### config.mk
export PLATFORM = sky130hd
export DESIGN_NAME = btc_trace_ctrl
export DESIGN_NICKNAME = d
export VERILOG_FILES = /design/src/include/btc_pkg.sv /design/src/design/btc_trace_ctrl.sv
export VERILOG_INCLUDE_DIRS = /design/src /design/src/include
export SDC_FILE = /design/constraint.sdc
export NUM_CORES = 2
export LEC_CHECK = 0
export BUFFER_PORTS_ARGS = -buffer_cell sky130_fd_sc_hd__buf_2
export CAP_MARGIN = 15
export CORE_UTILIZATION = 50
export CTS_BUF_LIST = sky130_fd_sc_hd__clkbuf_4 sky130_fd_sc_hd__clkbuf_8
export CTS_CLUSTER_DIAMETER = 150
export DETAILED_ROUTE_END_ITERATION = 7
export PLACE_DENSITY = 0.71
export SYNTH_ARGS = -nofsm -noshare
export SYNTH_HDL_FRONTEND = slang
export SYNTH_SLANG_ARGS = --single-unit
### constraint.sdc
create_clock -name mclk -period 3.3 [get_ports mclk]
set_clock_uncertainty 0.1 [all_clocks]
set_input_delay 0.33 -clock mclk [delete_from_list [all_inputs] [get_ports mclk]]
set_output_delay 0.33 -clock mclk [all_outputs]
set_load 0.1 [all_outputs]
### src/include/btc_consts.svh
// constants for the bus trace capture control block
`ifndef BTC_CONSTS_SVH
`define BTC_CONSTS_SVH
`define BTC_CLK_NS    10
`define BTC_NCH       4
`define BTC_NEV       16
`define BTC_A_CTRL    8'h00
`define BTC_A_STOPSEL 8'h04
`define BTC_A_DSTSEL  8'h08
`define BTC_A_DELAY   8'h0C
`define BTC_A_STATUS  8'h40
`define BTC_A_TSTAMP  8'h44
`define BTC_R_CHCFG   4'h1
`define BTC_R_CHSTA   4'h2
`define BTC_R_CHSTO   4'h3
`define BTC_C_FREE    0
`define BTC_C_STOP    1
`define BTC_C_DSTOP   2
`define BTC_C_TSEN    3
`define BTC_C_TSL     4
`define BTC_C_START   8
`define BTC_CTRL_MASK 32'h0000_00FF
`define BTC_TS_R0     125
`define BTC_TS_R1     250
`define BTC_TS_R2     500
`define BTC_TS_R3     1000
`define BTC_TS_R4     2000
`define BTC_TS_R5     4000
`define BTC_TS_R6     8000
`define BTC_TS_R7     16000
`define BTC_TS_MAX_NS 100000
`define BTC_RESP_OK   2'b00
`define BTC_RESP_ERR  2'b10
`endif

### src/include/btc_pkg.sv
// types for the bus trace capture control block
package btc_pkg;
  typedef enum logic [1:0] {
    BTC_M_OFF   = 2'b00,
    BTC_M_P2P   = 2'b01,
    BTC_M_RANGE = 2'b10,
    BTC_M_EVENT = 2'b11
  } btc_mode_t;
  typedef enum logic [2:0] {
    BTC_S_ARMED  = 3'b001,
    BTC_S_ACTIVE = 3'b010,
    BTC_S_DONE   = 3'b100
  } btc_chst_t;
endpackage : btc_pkg

### src/design/btc_trace_ctrl.sv
// bus trace capture control with AXI4-Lite register slave
// What this block does
// - after a selected delayed-stop event, store for the programmed 1..65535 more bus cycles, then halt.
// - immediate stop and delayed stop may be armed together and act independently.
// - delayed-stop event selections do nothing while the delayed-stop enable is clear.
// - range channels work only with free-running trace off; otherwise only halting applies.
// - four range channels, each disabled, point-to-point, range filter or start/stop event.
// - a disabled channel has no say in which cycles are stored.
// - point-to-point stores from an access to the start address to an access to the stop address.
// - with cyclic set a channel re-arms after its stop event; without it the channel stays stopped.
// - range filter stores only cycles meeting the selected event.
// - event mode stores from the start event to the stop event.
// - a record holds address, data, kind, area, status, four probes, eight interrupt inputs.
// - with time stamping on, a time stamp replaces area, status, probe and interrupt fields.
// - free-running trace stores from the start of program execution with no start event.
// - the time stamp is a wrapping 32-bit counter ticking at 125 ns to 100 us.
`include "btc_consts.svh"
`timescale 1ns/1ps
`default_nettype none
module btc_trace_ctrl
  import btc_pkg::*;
#(
  parameter int unsigned TS_MAX_NS = `BTC_TS_MAX_NS
) (
  input  wire logic        mclk,          // bus cycle clock
  input  wire logic        nrst,          // async reset, active low
  input  wire logic [7:0]  s_axi_awaddr,  // write address
  input  wire logic        s_axi_awvalid, // write address valid
  output logic             s_axi_awready, // write address ready
  input  wire logic [31:0] s_axi_wdata,   // write data
  input  wire logic [3:0]  s_axi_wstrb,   // write byte enables
  input  wire logic        s_axi_wvalid,  // write data valid
  output logic             s_axi_wready,  // write data ready
  output logic [1:0]       s_axi_bresp,   // write response
  output logic             s_axi_bvalid,  // write response valid
  input  wire logic        s_axi_bready,  // write response ready
  input  wire logic [7:0]  s_axi_araddr,  // read address
  input  wire logic        s_axi_arvalid, // read address valid
  output logic             s_axi_arready, // read address ready
  output logic [31:0]      s_axi_rdata,   // read data
  output logic [1:0]       s_axi_rresp,   // read response
  output logic             s_axi_rvalid,  // read data valid
  input  wire logic        s_axi_rready,  // read data ready
  input  wire logic        exec_start,    // program execution begins, pulse
  input  wire logic        bus_valid,     // one observed bus cycle
  input  wire logic [31:0] bus_addr,      // cycle address
  input  wire logic [31:0] bus_data,      // cycle data
  input  wire logic        bus_rw,        // 1 read, 0 write
  input  wire logic [3:0]  bus_area,      // accessed area
  input  wire logic [3:0]  bus_status,    // bus status code
  input  wire logic [15:0] events,        // event comparator hits
  input  wire logic [3:0]  probe_pins,    // probe pins, async
  input  wire logic [7:0]  external_interrupt_inputs, // async pins
  output logic             rec_valid,     // record write strobe
  output logic [31:0]      rec_addr,      // record address
  output logic [31:0]      rec_data,      // record data
  output logic             rec_rw,        // record kind
  output logic [31:0]      rec_aux,       // side fields or time stamp
  output logic             rec_is_ts,     // rec_aux holds a time stamp
  output logic             trace_halted   // acquisition halted
);
  logic [31:0] ctrl_q, stop_sel_q, dst_sel_q, delay_q;
  logic [31:0] cfg_q [`BTC_NCH];
  logic [31:0] sta_q [`BTC_NCH];
  logic [31:0] sto_q [`BTC_NCH];
  logic        aw_have_q, w_have_q, bvalid_q, rvalid_q;
  logic [7:0]  waddr_q;
  logic [31:0] wdata_q, rdata_q;
  logic [3:0]  wstrb_q;
  logic [1:0]  bresp_q, rresp_q;
  logic [3:0]  probe_s1_q, probe_s2_q;
  logic [7:0]  irq_s1_q, irq_s2_q;
  logic        acq_q, halted_q, dly_act_q;
  logic [15:0] dly_cnt_q;
  logic [31:0] ts_q, pre_q;

  // AXI write path: address and data taken in either order
  assign s_axi_awready = ~aw_have_q & ~bvalid_q;
  assign s_axi_wready  = ~w_have_q & ~bvalid_q;
  assign s_axi_bvalid  = bvalid_q;
  assign s_axi_bresp   = bresp_q;
  assign s_axi_arready = ~rvalid_q;
  assign s_axi_rvalid  = rvalid_q;
  assign s_axi_rdata   = rdata_q;
  assign s_axi_rresp   = rresp_q;

  wire       wr_fire = aw_have_q & w_have_q;
  wire       rd_fire = s_axi_arvalid & ~rvalid_q;
  wire [3:0] w_reg   = waddr_q[7:4];
  wire [1:0] w_ch    = waddr_q[3:2];
  wire       w_chreg = (w_reg >= `BTC_R_CHCFG) && (w_reg <= `BTC_R_CHSTO);
  wire       w_base  = (waddr_q == `BTC_A_CTRL) || (waddr_q == `BTC_A_STOPSEL) ||
                       (waddr_q == `BTC_A_DSTSEL) || (waddr_q == `BTC_A_DELAY);
  wire       w_ok    = w_base | w_chreg | (waddr_q == `BTC_A_STATUS) |
                       (waddr_q == `BTC_A_TSTAMP);
  wire       wr_ctrl = wr_fire & (waddr_q == `BTC_A_CTRL);
  // start bit is a self-clearing pulse, not stored
  wire       sw_start = wr_ctrl & wstrb_q[1] & wdata_q[`BTC_C_START];
  wire       start   = sw_start | exec_start;

  function automatic logic [31:0] mrg(input logic [31:0] o, input logic [31:0] n,
                                      input logic [3:0] s);
    logic [31:0] r;
    r = o;
    for (int i = 0; i < 4; i++) begin
      if (s[i]) begin
        r[i*8 +: 8] = n[i*8 +: 8];
      end
    end
    return r;
  endfunction : mrg

  always_ff @(posedge mclk or negedge nrst) begin
    if (!nrst) begin
      aw_have_q <= 1'b0;
      w_have_q  <= 1'b0;
      bvalid_q  <= 1'b0;
      bresp_q   <= `BTC_RESP_OK;
      waddr_q   <= 8'h00;
      wdata_q   <= 32'h0000_0000;
      wstrb_q   <= 4'h0;
    end else begin
      if (s_axi_awvalid && s_axi_awready) begin
        aw_have_q <= 1'b1;
        waddr_q   <= s_axi_awaddr;
      end
      if (s_axi_wvalid && s_axi_wready) begin
        w_have_q <= 1'b1;
        wdata_q  <= s_axi_wdata;
        wstrb_q  <= s_axi_wstrb;
      end
      if (wr_fire) begin
        aw_have_q <= 1'b0;
        w_have_q  <= 1'b0;
        bvalid_q  <= 1'b1;
        bresp_q   <= w_ok ? `BTC_RESP_OK : `BTC_RESP_ERR;
      end else if (bvalid_q && s_axi_bready) begin
        bvalid_q <= 1'b0;
      end
    end
  end

  always_ff @(posedge mclk or negedge nrst) begin
    if (!nrst) begin
      ctrl_q     <= 32'h0000_0000;
      stop_sel_q <= 32'h0000_0000;
      dst_sel_q  <= 32'h0000_0000;
      delay_q    <= 32'h0000_0001;
    end else if (wr_fire) begin
      if (waddr_q == `BTC_A_CTRL)
        ctrl_q <= mrg(ctrl_q, wdata_q, wstrb_q) & `BTC_CTRL_MASK;
      if (waddr_q == `BTC_A_STOPSEL)
        stop_sel_q <= mrg(stop_sel_q, wdata_q, wstrb_q) & 32'h0000_FFFF;
      if (waddr_q == `BTC_A_DSTSEL)
        dst_sel_q <= mrg(dst_sel_q, wdata_q, wstrb_q) & 32'h0000_FFFF;
      if (waddr_q == `BTC_A_DELAY)
        delay_q <= mrg(delay_q, wdata_q, wstrb_q) & 32'h0000_FFFF;
    end
  end

  always_ff @(posedge mclk or negedge nrst) begin
    if (!nrst) begin
      for (int i = 0; i < `BTC_NCH; i++) begin
        cfg_q[i] <= 32'h0000_0000;
        sta_q[i] <= 32'h0000_0000;
        sto_q[i] <= 32'h0000_0000;
      end
    end else if (wr_fire && w_chreg) begin
      if (w_reg == `BTC_R_CHCFG)
        cfg_q[w_ch] <= mrg(cfg_q[w_ch], wdata_q, wstrb_q) & 32'h0000_0FF7;
      if (w_reg == `BTC_R_CHSTA)
        sta_q[w_ch] <= mrg(sta_q[w_ch], wdata_q, wstrb_q);
      if (w_reg == `BTC_R_CHSTO)
        sto_q[w_ch] <= mrg(sto_q[w_ch], wdata_q, wstrb_q);
    end
  end

  // read path, answer one cycle after the address is taken
  wire [3:0]  r_reg   = s_axi_araddr[7:4];
  wire [1:0]  r_ch    = s_axi_araddr[3:2];
  wire [31:0] status  = {dly_cnt_q, 13'h0000, dly_act_q, halted_q, acq_q};
  logic [31:0] rd_word;
  logic        rd_ok;
  always_comb begin
    rd_ok   = 1'b1;
    rd_word = 32'h0000_0000;
    case (s_axi_araddr)
      `BTC_A_CTRL:    rd_word = ctrl_q;
      `BTC_A_STOPSEL: rd_word = stop_sel_q;
      `BTC_A_DSTSEL:  rd_word = dst_sel_q;
      `BTC_A_DELAY:   rd_word = delay_q;
      `BTC_A_STATUS:  rd_word = status;
      `BTC_A_TSTAMP:  rd_word = ts_q;
      default: begin
        case (r_reg)
          `BTC_R_CHCFG: rd_word = cfg_q[r_ch];
          `BTC_R_CHSTA: rd_word = sta_q[r_ch];
          `BTC_R_CHSTO: rd_word = sto_q[r_ch];
          default:      rd_ok = 1'b0;
        endcase
      end
    endcase
  end

  always_ff @(posedge mclk or negedge nrst) begin
    if (!nrst) begin
      rvalid_q <= 1'b0;
      rdata_q  <= 32'h0000_0000;
      rresp_q  <= `BTC_RESP_OK;
    end else if (rd_fire) begin
      rvalid_q <= 1'b1;
      rdata_q  <= rd_word;
      rresp_q  <= rd_ok ? `BTC_RESP_OK : `BTC_RESP_ERR;
    end else if (rvalid_q && s_axi_rready) begin
      rvalid_q <= 1'b0;
    end
  end

  // probes and interrupt lines are asynchronous pins
  always_ff @(posedge mclk or negedge nrst) begin
    if (!nrst) begin
      probe_s1_q <= 4'h0;
      probe_s2_q <= 4'h0;
      irq_s1_q   <= 8'h00;
      irq_s2_q   <= 8'h00;
    end else begin
      probe_s1_q <= probe_pins;
      probe_s2_q <= probe_s1_q;
      irq_s1_q   <= external_interrupt_inputs;
      irq_s2_q   <= irq_s1_q;
    end
  end

  wire free_run = ctrl_q[`BTC_C_FREE];
  wire ts_en    = ctrl_q[`BTC_C_TSEN];
  wire [`BTC_NCH-1:0] ch_en, ch_store;

  for (genvar g = 0; g < `BTC_NCH; g++) begin : g_ch
    btc_mode_t mode;
    btc_chst_t st_q, st_d;
    assign mode = btc_mode_t'(cfg_q[g][1:0]);
    wire       cyc  = cfg_q[g][2];
    wire [3:0] ssel = cfg_q[g][7:4];
    wire [3:0] psel = cfg_q[g][11:8];
    // point-to-point compares addresses, event mode uses events
    wire s_hit = (mode == BTC_M_P2P) ? (bus_addr == sta_q[g]) : events[ssel];
    wire p_hit = (mode == BTC_M_P2P) ? (bus_addr == sto_q[g]) : events[psel];
    wire win   = (st_q == BTC_S_ACTIVE) | ((st_q == BTC_S_ARMED) & s_hit);
    // disabled channel drops out of the vote
    assign ch_en[g] = (mode != BTC_M_OFF);
    // range filter stores matching cycles only
    assign ch_store[g] = (mode == BTC_M_RANGE) ? events[ssel] :
                         (ch_en[g] & win);
    always_comb begin
      st_d = st_q;
      case (st_q)
        BTC_S_ARMED:  if (s_hit) st_d = p_hit ? (cyc ? BTC_S_ARMED : BTC_S_DONE)
                                              : BTC_S_ACTIVE;
        // cyclic re-arms after the stop event
        BTC_S_ACTIVE: if (p_hit) st_d = cyc ? BTC_S_ARMED : BTC_S_DONE;
        BTC_S_DONE:   st_d = BTC_S_DONE;
        default:      st_d = BTC_S_ARMED;
      endcase
    end
    always_ff @(posedge mclk or negedge nrst) begin
      if (!nrst)
        st_q <= BTC_S_ARMED;
      else if (start)
        st_q <= BTC_S_ARMED;
      else if (bus_valid && acq_q && !free_run && mode != BTC_M_RANGE)
        st_q <= st_d;
    end
  end

  // free-running stores everything; no enabled channel also stores all
  wire win_ok = free_run | ~(|ch_en) | (|ch_store);
  wire take   = bus_valid & acq_q;
  wire store  = take & win_ok;
  // both stop paths evaluated side by side
  wire imm_hit = ctrl_q[`BTC_C_STOP] & (|(events & stop_sel_q[15:0]));
  // delayed selections gated by their enable
  wire dly_hit = ctrl_q[`BTC_C_DSTOP] & (|(events & dst_sel_q[15:0]));
  wire dly_end = dly_act_q & (dly_cnt_q == 16'h0001);
  wire halt    = take & (imm_hit | dly_end);

  always_ff @(posedge mclk or negedge nrst) begin
    if (!nrst) begin
      acq_q     <= 1'b0;
      halted_q  <= 1'b0;
      dly_act_q <= 1'b0;
      dly_cnt_q <= 16'h0000;
    end else if (start) begin
      acq_q     <= 1'b1;
      halted_q  <= 1'b0;
      dly_act_q <= 1'b0;
    end else if (halt) begin
      acq_q     <= 1'b0;
      halted_q  <= 1'b1;
      dly_act_q <= 1'b0;
    end else if (take && dly_act_q) begin
      // count bus cycles, no reload while running
      dly_cnt_q <= dly_cnt_q - 16'h0001;
    end else if (take && dly_hit) begin
      // load delay, zero treated as one
      dly_act_q <= 1'b1;
      dly_cnt_q <= (delay_q[15:0] == 16'h0000) ? 16'h0001 : delay_q[15:0];
    end
  end

  function automatic logic [31:0] ts_cyc(input logic [3:0] s);
    int unsigned n;
    case (s)
      4'h0:    n = `BTC_TS_R0;
      4'h1:    n = `BTC_TS_R1;
      4'h2:    n = `BTC_TS_R2;
      4'h3:    n = `BTC_TS_R3;
      4'h4:    n = `BTC_TS_R4;
      4'h5:    n = `BTC_TS_R5;
      4'h6:    n = `BTC_TS_R6;
      4'h7:    n = `BTC_TS_R7;
      default: n = TS_MAX_NS;
    endcase
    // period rounds down to whole cycles, never below one
    n = n / `BTC_CLK_NS;
    return (n == 0) ? 32'h0000_0001 : n;
  endfunction : ts_cyc

  wire [31:0] ts_per = ts_cyc(ctrl_q[`BTC_C_TSL +: 4]);
  wire        ts_tick = (pre_q >= ts_per - 32'h0000_0001);
  always_ff @(posedge mclk or negedge nrst) begin
    if (!nrst) begin
      pre_q <= 32'h0000_0000;
      ts_q  <= 32'h0000_0000;
    end else if (start || !ts_en) begin
      pre_q <= 32'h0000_0000;
      ts_q  <= 32'h0000_0000;
    end else begin
      pre_q <= ts_tick ? 32'h0000_0000 : pre_q + 32'h0000_0001;
      // wraps to zero and keeps counting
      if (ts_tick)
        ts_q <= ts_q + 32'h0000_0001;
    end
  end

  always_ff @(posedge mclk or negedge nrst) begin
    if (!nrst) begin
      rec_valid <= 1'b0;
      rec_addr  <= 32'h0000_0000;
      rec_data  <= 32'h0000_0000;
      rec_rw    <= 1'b0;
      rec_aux   <= 32'h0000_0000;
      rec_is_ts <= 1'b0;
    end else begin
      rec_valid <= store;
      if (store) begin
        rec_addr  <= bus_addr;
        rec_data  <= bus_data;
        rec_rw    <= bus_rw;
        rec_is_ts <= ts_en;
        // time stamp takes the side fields' place
        rec_aux   <= ts_en ? ts_q :
                     {12'h000, irq_s2_q, probe_s2_q, bus_status, bus_area};
      end
    end
  end

  assign trace_halted = halted_q;
endmodule : btc_trace_ctrl
`default_nettype wire

# Word-level counts from Yosys, hierarchy flattened
# Memories as Yosys holds them, arrays and structs flattened.
# Index checks and enable logic that the tools add are counted.
dict set report totals {
  in_bits 162
  out_inout_bits 141
  memories 1
  regBits 742
  wordCells 374
  romBits 112
}
dict set report op_classes {
  n_div 1
  n_eq_ne 58
  order_cmp 14
  n_mux 141
  reduce_logical 63
  bitwise_logic 43
  add_sub_neg 4
}
# name words width read_ports rd_clocked_by_memory_dff write_ports line
set mem_list {}
lappend mem_list {{(no name shown)} 8 14 1 0 0 btc_trace_ctrl.sv:312} ;# case (s)
# operator count
set ops {}
lappend ops {{$mux W32} 18}
lappend ops {{$bmux W32 S2} 6}
lappend ops {{$bwmux W128} 3}
lappend ops {{$eq A32 B32 Y1} 8}
lappend ops {{$mux W8} 27}
lappend ops {{$pmux W32 S6} 1}
lappend ops {{$pmux W32 S3} 1}
lappend ops {{$mux W3} 24}
lappend ops {{$add A32 B1 Y32 const B} 2}
lappend ops {{$demux W32 S2} 1}
lappend ops {{$mux W16} 3}
lappend ops {{$lt A4 B5 Y1 const B} 8}
lappend ops {{$mux W1} 38}
lappend ops {{$pmux W3 S3} 4}
lappend ops {{$reduce_and A3 Y1} 12}
lappend ops {{$and A16 B16 Y16} 2}
lappend ops {{$bmux W1 S4} 8}
lappend ops {{$div A32 B4 Y32 const B} 1}
lappend ops {{$eq A8 B4 Y1 const B} 4}
lappend ops {{$eq A8 B7 Y1 const B} 4}
lappend ops {{$ge A32 B32 Y1} 1}
lappend ops {{$logic_not A32 Y1} 1}
lappend ops {{$reduce_or A16 Y1} 2}
lappend ops {{$sub A32 B1 Y32 const B} 1}
lappend ops {{34 further kinds} 144}

# Depth between registers and ports, before layout
dict set report depth {
  word_depth 10
  depth_mapped 16
  ltp_nobuf 13
}

# Worst setup path before layout
# Ideal clock, no wire load.
dict set report synth_timing {
  path_kind {register to register}
  startpoint {register bvalid_q, in the netlist s_axi_bvalid}
  endpoint {register wdata_q[14]}
  setup_ns 0.125
  path_buffers 2
  required_time_ns 3.075
  period_less_slack_ns 3.749
  t_arrival_ns 3.525
  slack_ns -0.449
  path_stages_with_launch 6
  path_cell_list {dfrtp_1 > nor2_1 > and2_1 > clkbuf_1 > clkbuf_1 > mux2_2}
}
dict set report synth_via {
  elab_chain_len 3
}
# item line
set synth_rtl {}
lappend synth_rtl {{start, declared} btc_trace_ctrl.sv:66} ;# logic aw_have_q, w_have_q, bvalid_q, rvalid_q;
lappend synth_rtl {{start signal, assigned} btc_trace_ctrl.sv:117} ;# bvalid_q <= 1'b0;
lappend synth_rtl {{start signal, assigned} btc_trace_ctrl.sv:135} ;# bvalid_q <= 1'b1;
lappend synth_rtl {{start signal, assigned} btc_trace_ctrl.sv:138} ;# bvalid_q <= 1'b0;
lappend synth_rtl {{$not A1 Y1} btc_trace_ctrl.sv:79} ;# assign s_axi_wready = ~w_have_q & ~bvalid_q;
lappend synth_rtl {{$and A1 B1 Y1} btc_trace_ctrl.sv:79}
lappend synth_rtl {{named net s_axi_wready} btc_trace_ctrl.sv:33} ;# output logic s_axi_wready,
lappend synth_rtl {{$logic_and A1 B1 Y1} btc_trace_ctrl.sv:127} ;# if (s_axi_wvalid && s_axi_wready) begin
lappend synth_rtl {{end signal, assigned} btc_trace_ctrl.sv:129} ;# wdata_q <= s_axi_wdata;
lappend synth_rtl {{end, declared} btc_trace_ctrl.sv:68} ;# logic [31:0] wdata_q, rdata_q;
# The timed path passes the listed nets, and every way through them passes these cells.
# A chain may end at the register's enable or synchronous reset.

# Worst setup path after layout
dict set report layout_timing {
  startpoint {register sta_q[77] (netlist bit)}
  endpoint {register rec_data[13]}
}
dict set report layout_via {
  elab_chain_len 9
}
# item line
set layout_rtl {}
lappend layout_rtl {{start, declared} btc_trace_ctrl.sv:64} ;# logic [31:0] sta_q [`BTC_NCH];
lappend layout_rtl {{start signal, assigned by index} btc_trace_ctrl.sv:172} ;# sta_q[w_ch] <= mrg(sta_q[w_ch], wdata_q, wstrb_q);
lappend layout_rtl {{$eq A32 B32 Y1} btc_trace_ctrl.sv:246} ;# wire s_hit = (mode == BTC_M_P2P) ? (bus_addr == sta_q[g]) : events[ssel];
lappend layout_rtl {{$mux W1} btc_trace_ctrl.sv:246}
lappend layout_rtl {{$and A1 B1 Y1} btc_trace_ctrl.sv:248} ;# wire win = (st_q == BTC_S_ACTIVE) | ((st_q == BTC_S_ARMED) & s_hit);
lappend layout_rtl {{$or A1 B1 Y1} btc_trace_ctrl.sv:248}
lappend layout_rtl {{$and A1 B1 Y1} btc_trace_ctrl.sv:253} ;# (ch_en[g] & win);
lappend layout_rtl {{$mux W1} btc_trace_ctrl.sv:252} ;# assign ch_store[g] = (mode == BTC_M_RANGE) ? events[ssel] :
lappend layout_rtl {{$reduce_or A4 Y1} btc_trace_ctrl.sv:276} ;# wire win_ok = free_run | ~(|ch_en) | (|ch_store);
lappend layout_rtl {{$or A1 B1 Y1} btc_trace_ctrl.sv:276}
lappend layout_rtl {{$and A1 B1 Y1} btc_trace_ctrl.sv:278} ;# wire store = take & win_ok;
lappend layout_rtl {{end signal, assigned} btc_trace_ctrl.sv:357} ;# rec_data <= bus_data;
lappend layout_rtl {{end, declared} btc_trace_ctrl.sv:56} ;# output logic [31:0] rec_data,
# Every way passes these cells.

==> impl_results.md <==
- Number of stages on the worst setup path: 10
- Synth cell count leaders: dfrtp_1, nand2_1, o21ai_0
- Endpoint class of the critical path: flop
- Clk Tree Root Cell: clkbuf_8
- Placed inst area: around 0.040 mm²
- Synth top area cells: dfrtp_1, mux4_2, mux2_2
- Total wire length: between 100,000 and 150,000 µm
- Drc violations: 0
- Gr ovfl total: 0
- Worst EP arrival: roughly 3800 ps
- Yosys top cell area share: between 40 and 50%
- First-pass GRT wire length: between 150,000 and 200,000 µm
- Wire length per cell: 25.8 µm
- DR top layer: met5
- Dpl cells: around 4,500
- Max FO, Critical Path: 17
- Met1 Wirelength: approximately 50,000 µm
- Share of cells above drive strength 1: approximately a third
- Yosys Warn Count: 0
- Clock Path Buffers: 3
- Die width: 271 µm
- Max Slew Vio Count: 0
- Worst min path class: input port to flop
- Mapped Cells: between 3,000 and 4,000
- Port buffer count: 300
- Antenna viol nets, final: 0
- Part of the cycle the worst path needs: roughly 100%
- Slowest stage cell, crit path: nor4_1
- Final setup fails: 0
- Max_cap viols: 0
- # fillers: 5,587
- Final nets: about 4,000
- Sequential fraction of the synthesis area: 45.4%
- Worst endpoint required time: between 3000 and 4000 ps
- Vias: between 20,000 and 30,000
- #FFs+latches synth: around 660
- Crit-path most repeated cell: buf_12
- CTS tree: yes
- Lkg Pwr: a little under 20 nW
- RSZ-0062 raised after global routing: true
- Post-synth EDFFs: 0
- Pwr Density: ~850 mW/mm²
- Worst-Skew Late Latency: 760 ps
- Core area: 0.0715 mm²
- Top flop regs: sta_q (128), sto_q (128), cfg_q (44)
- 1st-iter DRT viols: about 3,500
- Cell with the most instances after synthesis: dfrtp_1
- Crit Path Category: flop to flop
- H-tree depth: 3
- Distinct cell type count after synthesis: 68
- Die Y: 271 µm
- Final Hold Fails: 0
- Synth area leader: dfrtp_1
- DR WL met3: approximately 13,000 µm
- Mapped Area: between 0.03 and 0.04 mm²
- Total power: roughly 38 mW
- Std-Cell Rows: about 100
- Met2 routed WL: approximately 56,000 µm
- Fin Hold WS: slightly above 60 ps
- Tmin final: between 3000 and 4000 ps
- Dominant synthesized flop cell: dfrtp_1
- 1st-pass router iterations: 7
- Worst path bufs/invs: 3
- Outcome: finished clean
- Area grow syn2layout: 23.6%
- Initial Util: 50.6%
- Worst setup SP type: flop
- I/O pins: between 300 and 400
- CP peak stage delay: slightly above 800 ps
- Critical path capture point: rec_data[13]
- Initial antenna violation count: 10
- Die area: 0.0734 mm²
- Worst-Margin Slew: approximately 1100 ps
- Routability Congestion: 1.02
- Avg Cell Area, Syn: 11.3 µm²
- Clk pin slew, worst setup/hold paths: around 70 ps
- Via density: 6.17
- RR Endpoint: rec_data[13]
- HPWL Detailed: around 90,000 µm
- Fin cells: between 4,000 and 5,000
- Worst setup path startpoint: sta_q[77]
- Reg2Reg Depth: 10
- R2R setup slack: around 0.021 ps
- Crit path max-delay family: simple AND/OR/NAND/NOR gates
- Worst VDD drop: 0.00106 V
- Largest net degree at the start of global routing: 109
- Crit-path cells: inv_1, o2bb2ai_1, nor4_1, nand4_1, o21bai_1, nand3_1, a31oi_4, buf_12, buf_12, mux2_1
- Via count of the first global-routing pass: 29,400
- CTS sink count: 656
- RR Startpoint: sta_q[77]
- Final design utilization: between 60% and 70%
- Finished layout cell area: ~0.045 mm²
- Fmax achieved: around 300 MHz
- Worst rel slew slack: roughly 29%
- Tot GR Track Use: around 34%
- Post-synthesis async set-or-reset flop share: 100%
- CTS buffer count: between 100 and 150
[power by group]
group | internal [mW] | total [mW] | switching [mW]
logic | 6.12 | 16.8 | 10.6
clock network | 4.99 | 8.61 | 3.63
registers | 10.1 | 12.7 | 2.64
total | 21.2 | 38.1 | 16.9
[tightest hold or removal path, stage by stage]
cell	delay (ps)
buf_2	220
buf_4	180
mux2_1	120
[worst min path at each step]
stage	startpoint	endpoint	slack (ps)	cells past startpoint
5_1_grt	bus_addr[31]	rec_addr[31]	40	3
6_report	bus_addr[7]	rec_addr[7]	60	3
3_5_place_dp	nrst	rec_valid	230	1
4_1_cts	bus_addr[31]	rec_addr[31]	4	3
3_3_place_gp	nrst	rec_valid	230	1
2_1_floorplan	nrst	acq_q	-70	0
[final cells by class]
type	count	area, µm²	share of cell area [%]
Inverter	48	180	0.403
Sequential cell	656	16400	36.8
Clock inverter	32	334	0.747
Timing Repair Buffer	682	5070	11.3
Multi-Input combinational cell	2302	19100	42.8
Tap cell	950	1190	2.66
Clock buffer	180	2350	5.25
Antenna cell	4	10.0	0.0224
[per-stage QoR]
| step | setup TNS, ps | setup WS, ps |
|---|---|---|
| 2_1_floorplan | 0 | 14.5 |
| 3_3_place_gp | -5740 | -101 |
| 3_5_place_dp | -11350 | -174 |
| 4_1_cts | -12.4 | -5.89 |
| 5_1_grt | -2270 | -143 |
| 6_report | 0 | 0.0213 |
[repair_timing]
action	in CTS	in global routing
endpoints found under the hold margin	556	0
gates resized for setup	10	75
pin swaps	2	34
cloned	0	4
setup endpoints to repair	118	133
buffers inserted	0	5
hold buffers	127	0
[layout by cell type (no fill, tap or decap), drive strengths merged, types with 17 or more instances in the layout]
master and instances:
dfrtp 651, buf 554, nand2 333, o21ai 321, mux2 272, mux4 186
clkbuf 181, xnor2 159, dlygate4sd3 127, xor2 122, mux2i 122, nor2 119
a21oi 102, nand4 61, nand3 52, inv 51, nor4 44, ha 37
nor3 31, nor2b 28, a22o 24, conb 22, a22oi 20, clkinv 19
or3 18, o22a 17, and3 17
[cell families (layout without fill, tap and decap cells)]
family / after synthesis / count (layout) / synth area share [%]
DFF: 656 / 656 / 45.4
AOI/OAI and AO/OA: 612 / 612 / 10.1
buffers and inverters: 275 / 942 / 2.91
muxes: 580 / 580 / 23.4
xor gates and xnor gates: 281 / 281 / 6.80
adders and majority gates: 37 / 37 / 1.28
other: 2 / 26 / 0.0208
and+or+nand+nor: 770 / 770 / 10.1
[layer usage]
metal | vias to the layer above | global-route usage [%]
met5 | - | 0
met4 | 4 | 16.7
met3 | 380 | 8.72
met2 | 1727 | 50.9
met1 | 14900 | 45.3
li1 | 12900 | -
Note: power is estimated with default switching activity, not from simulation.
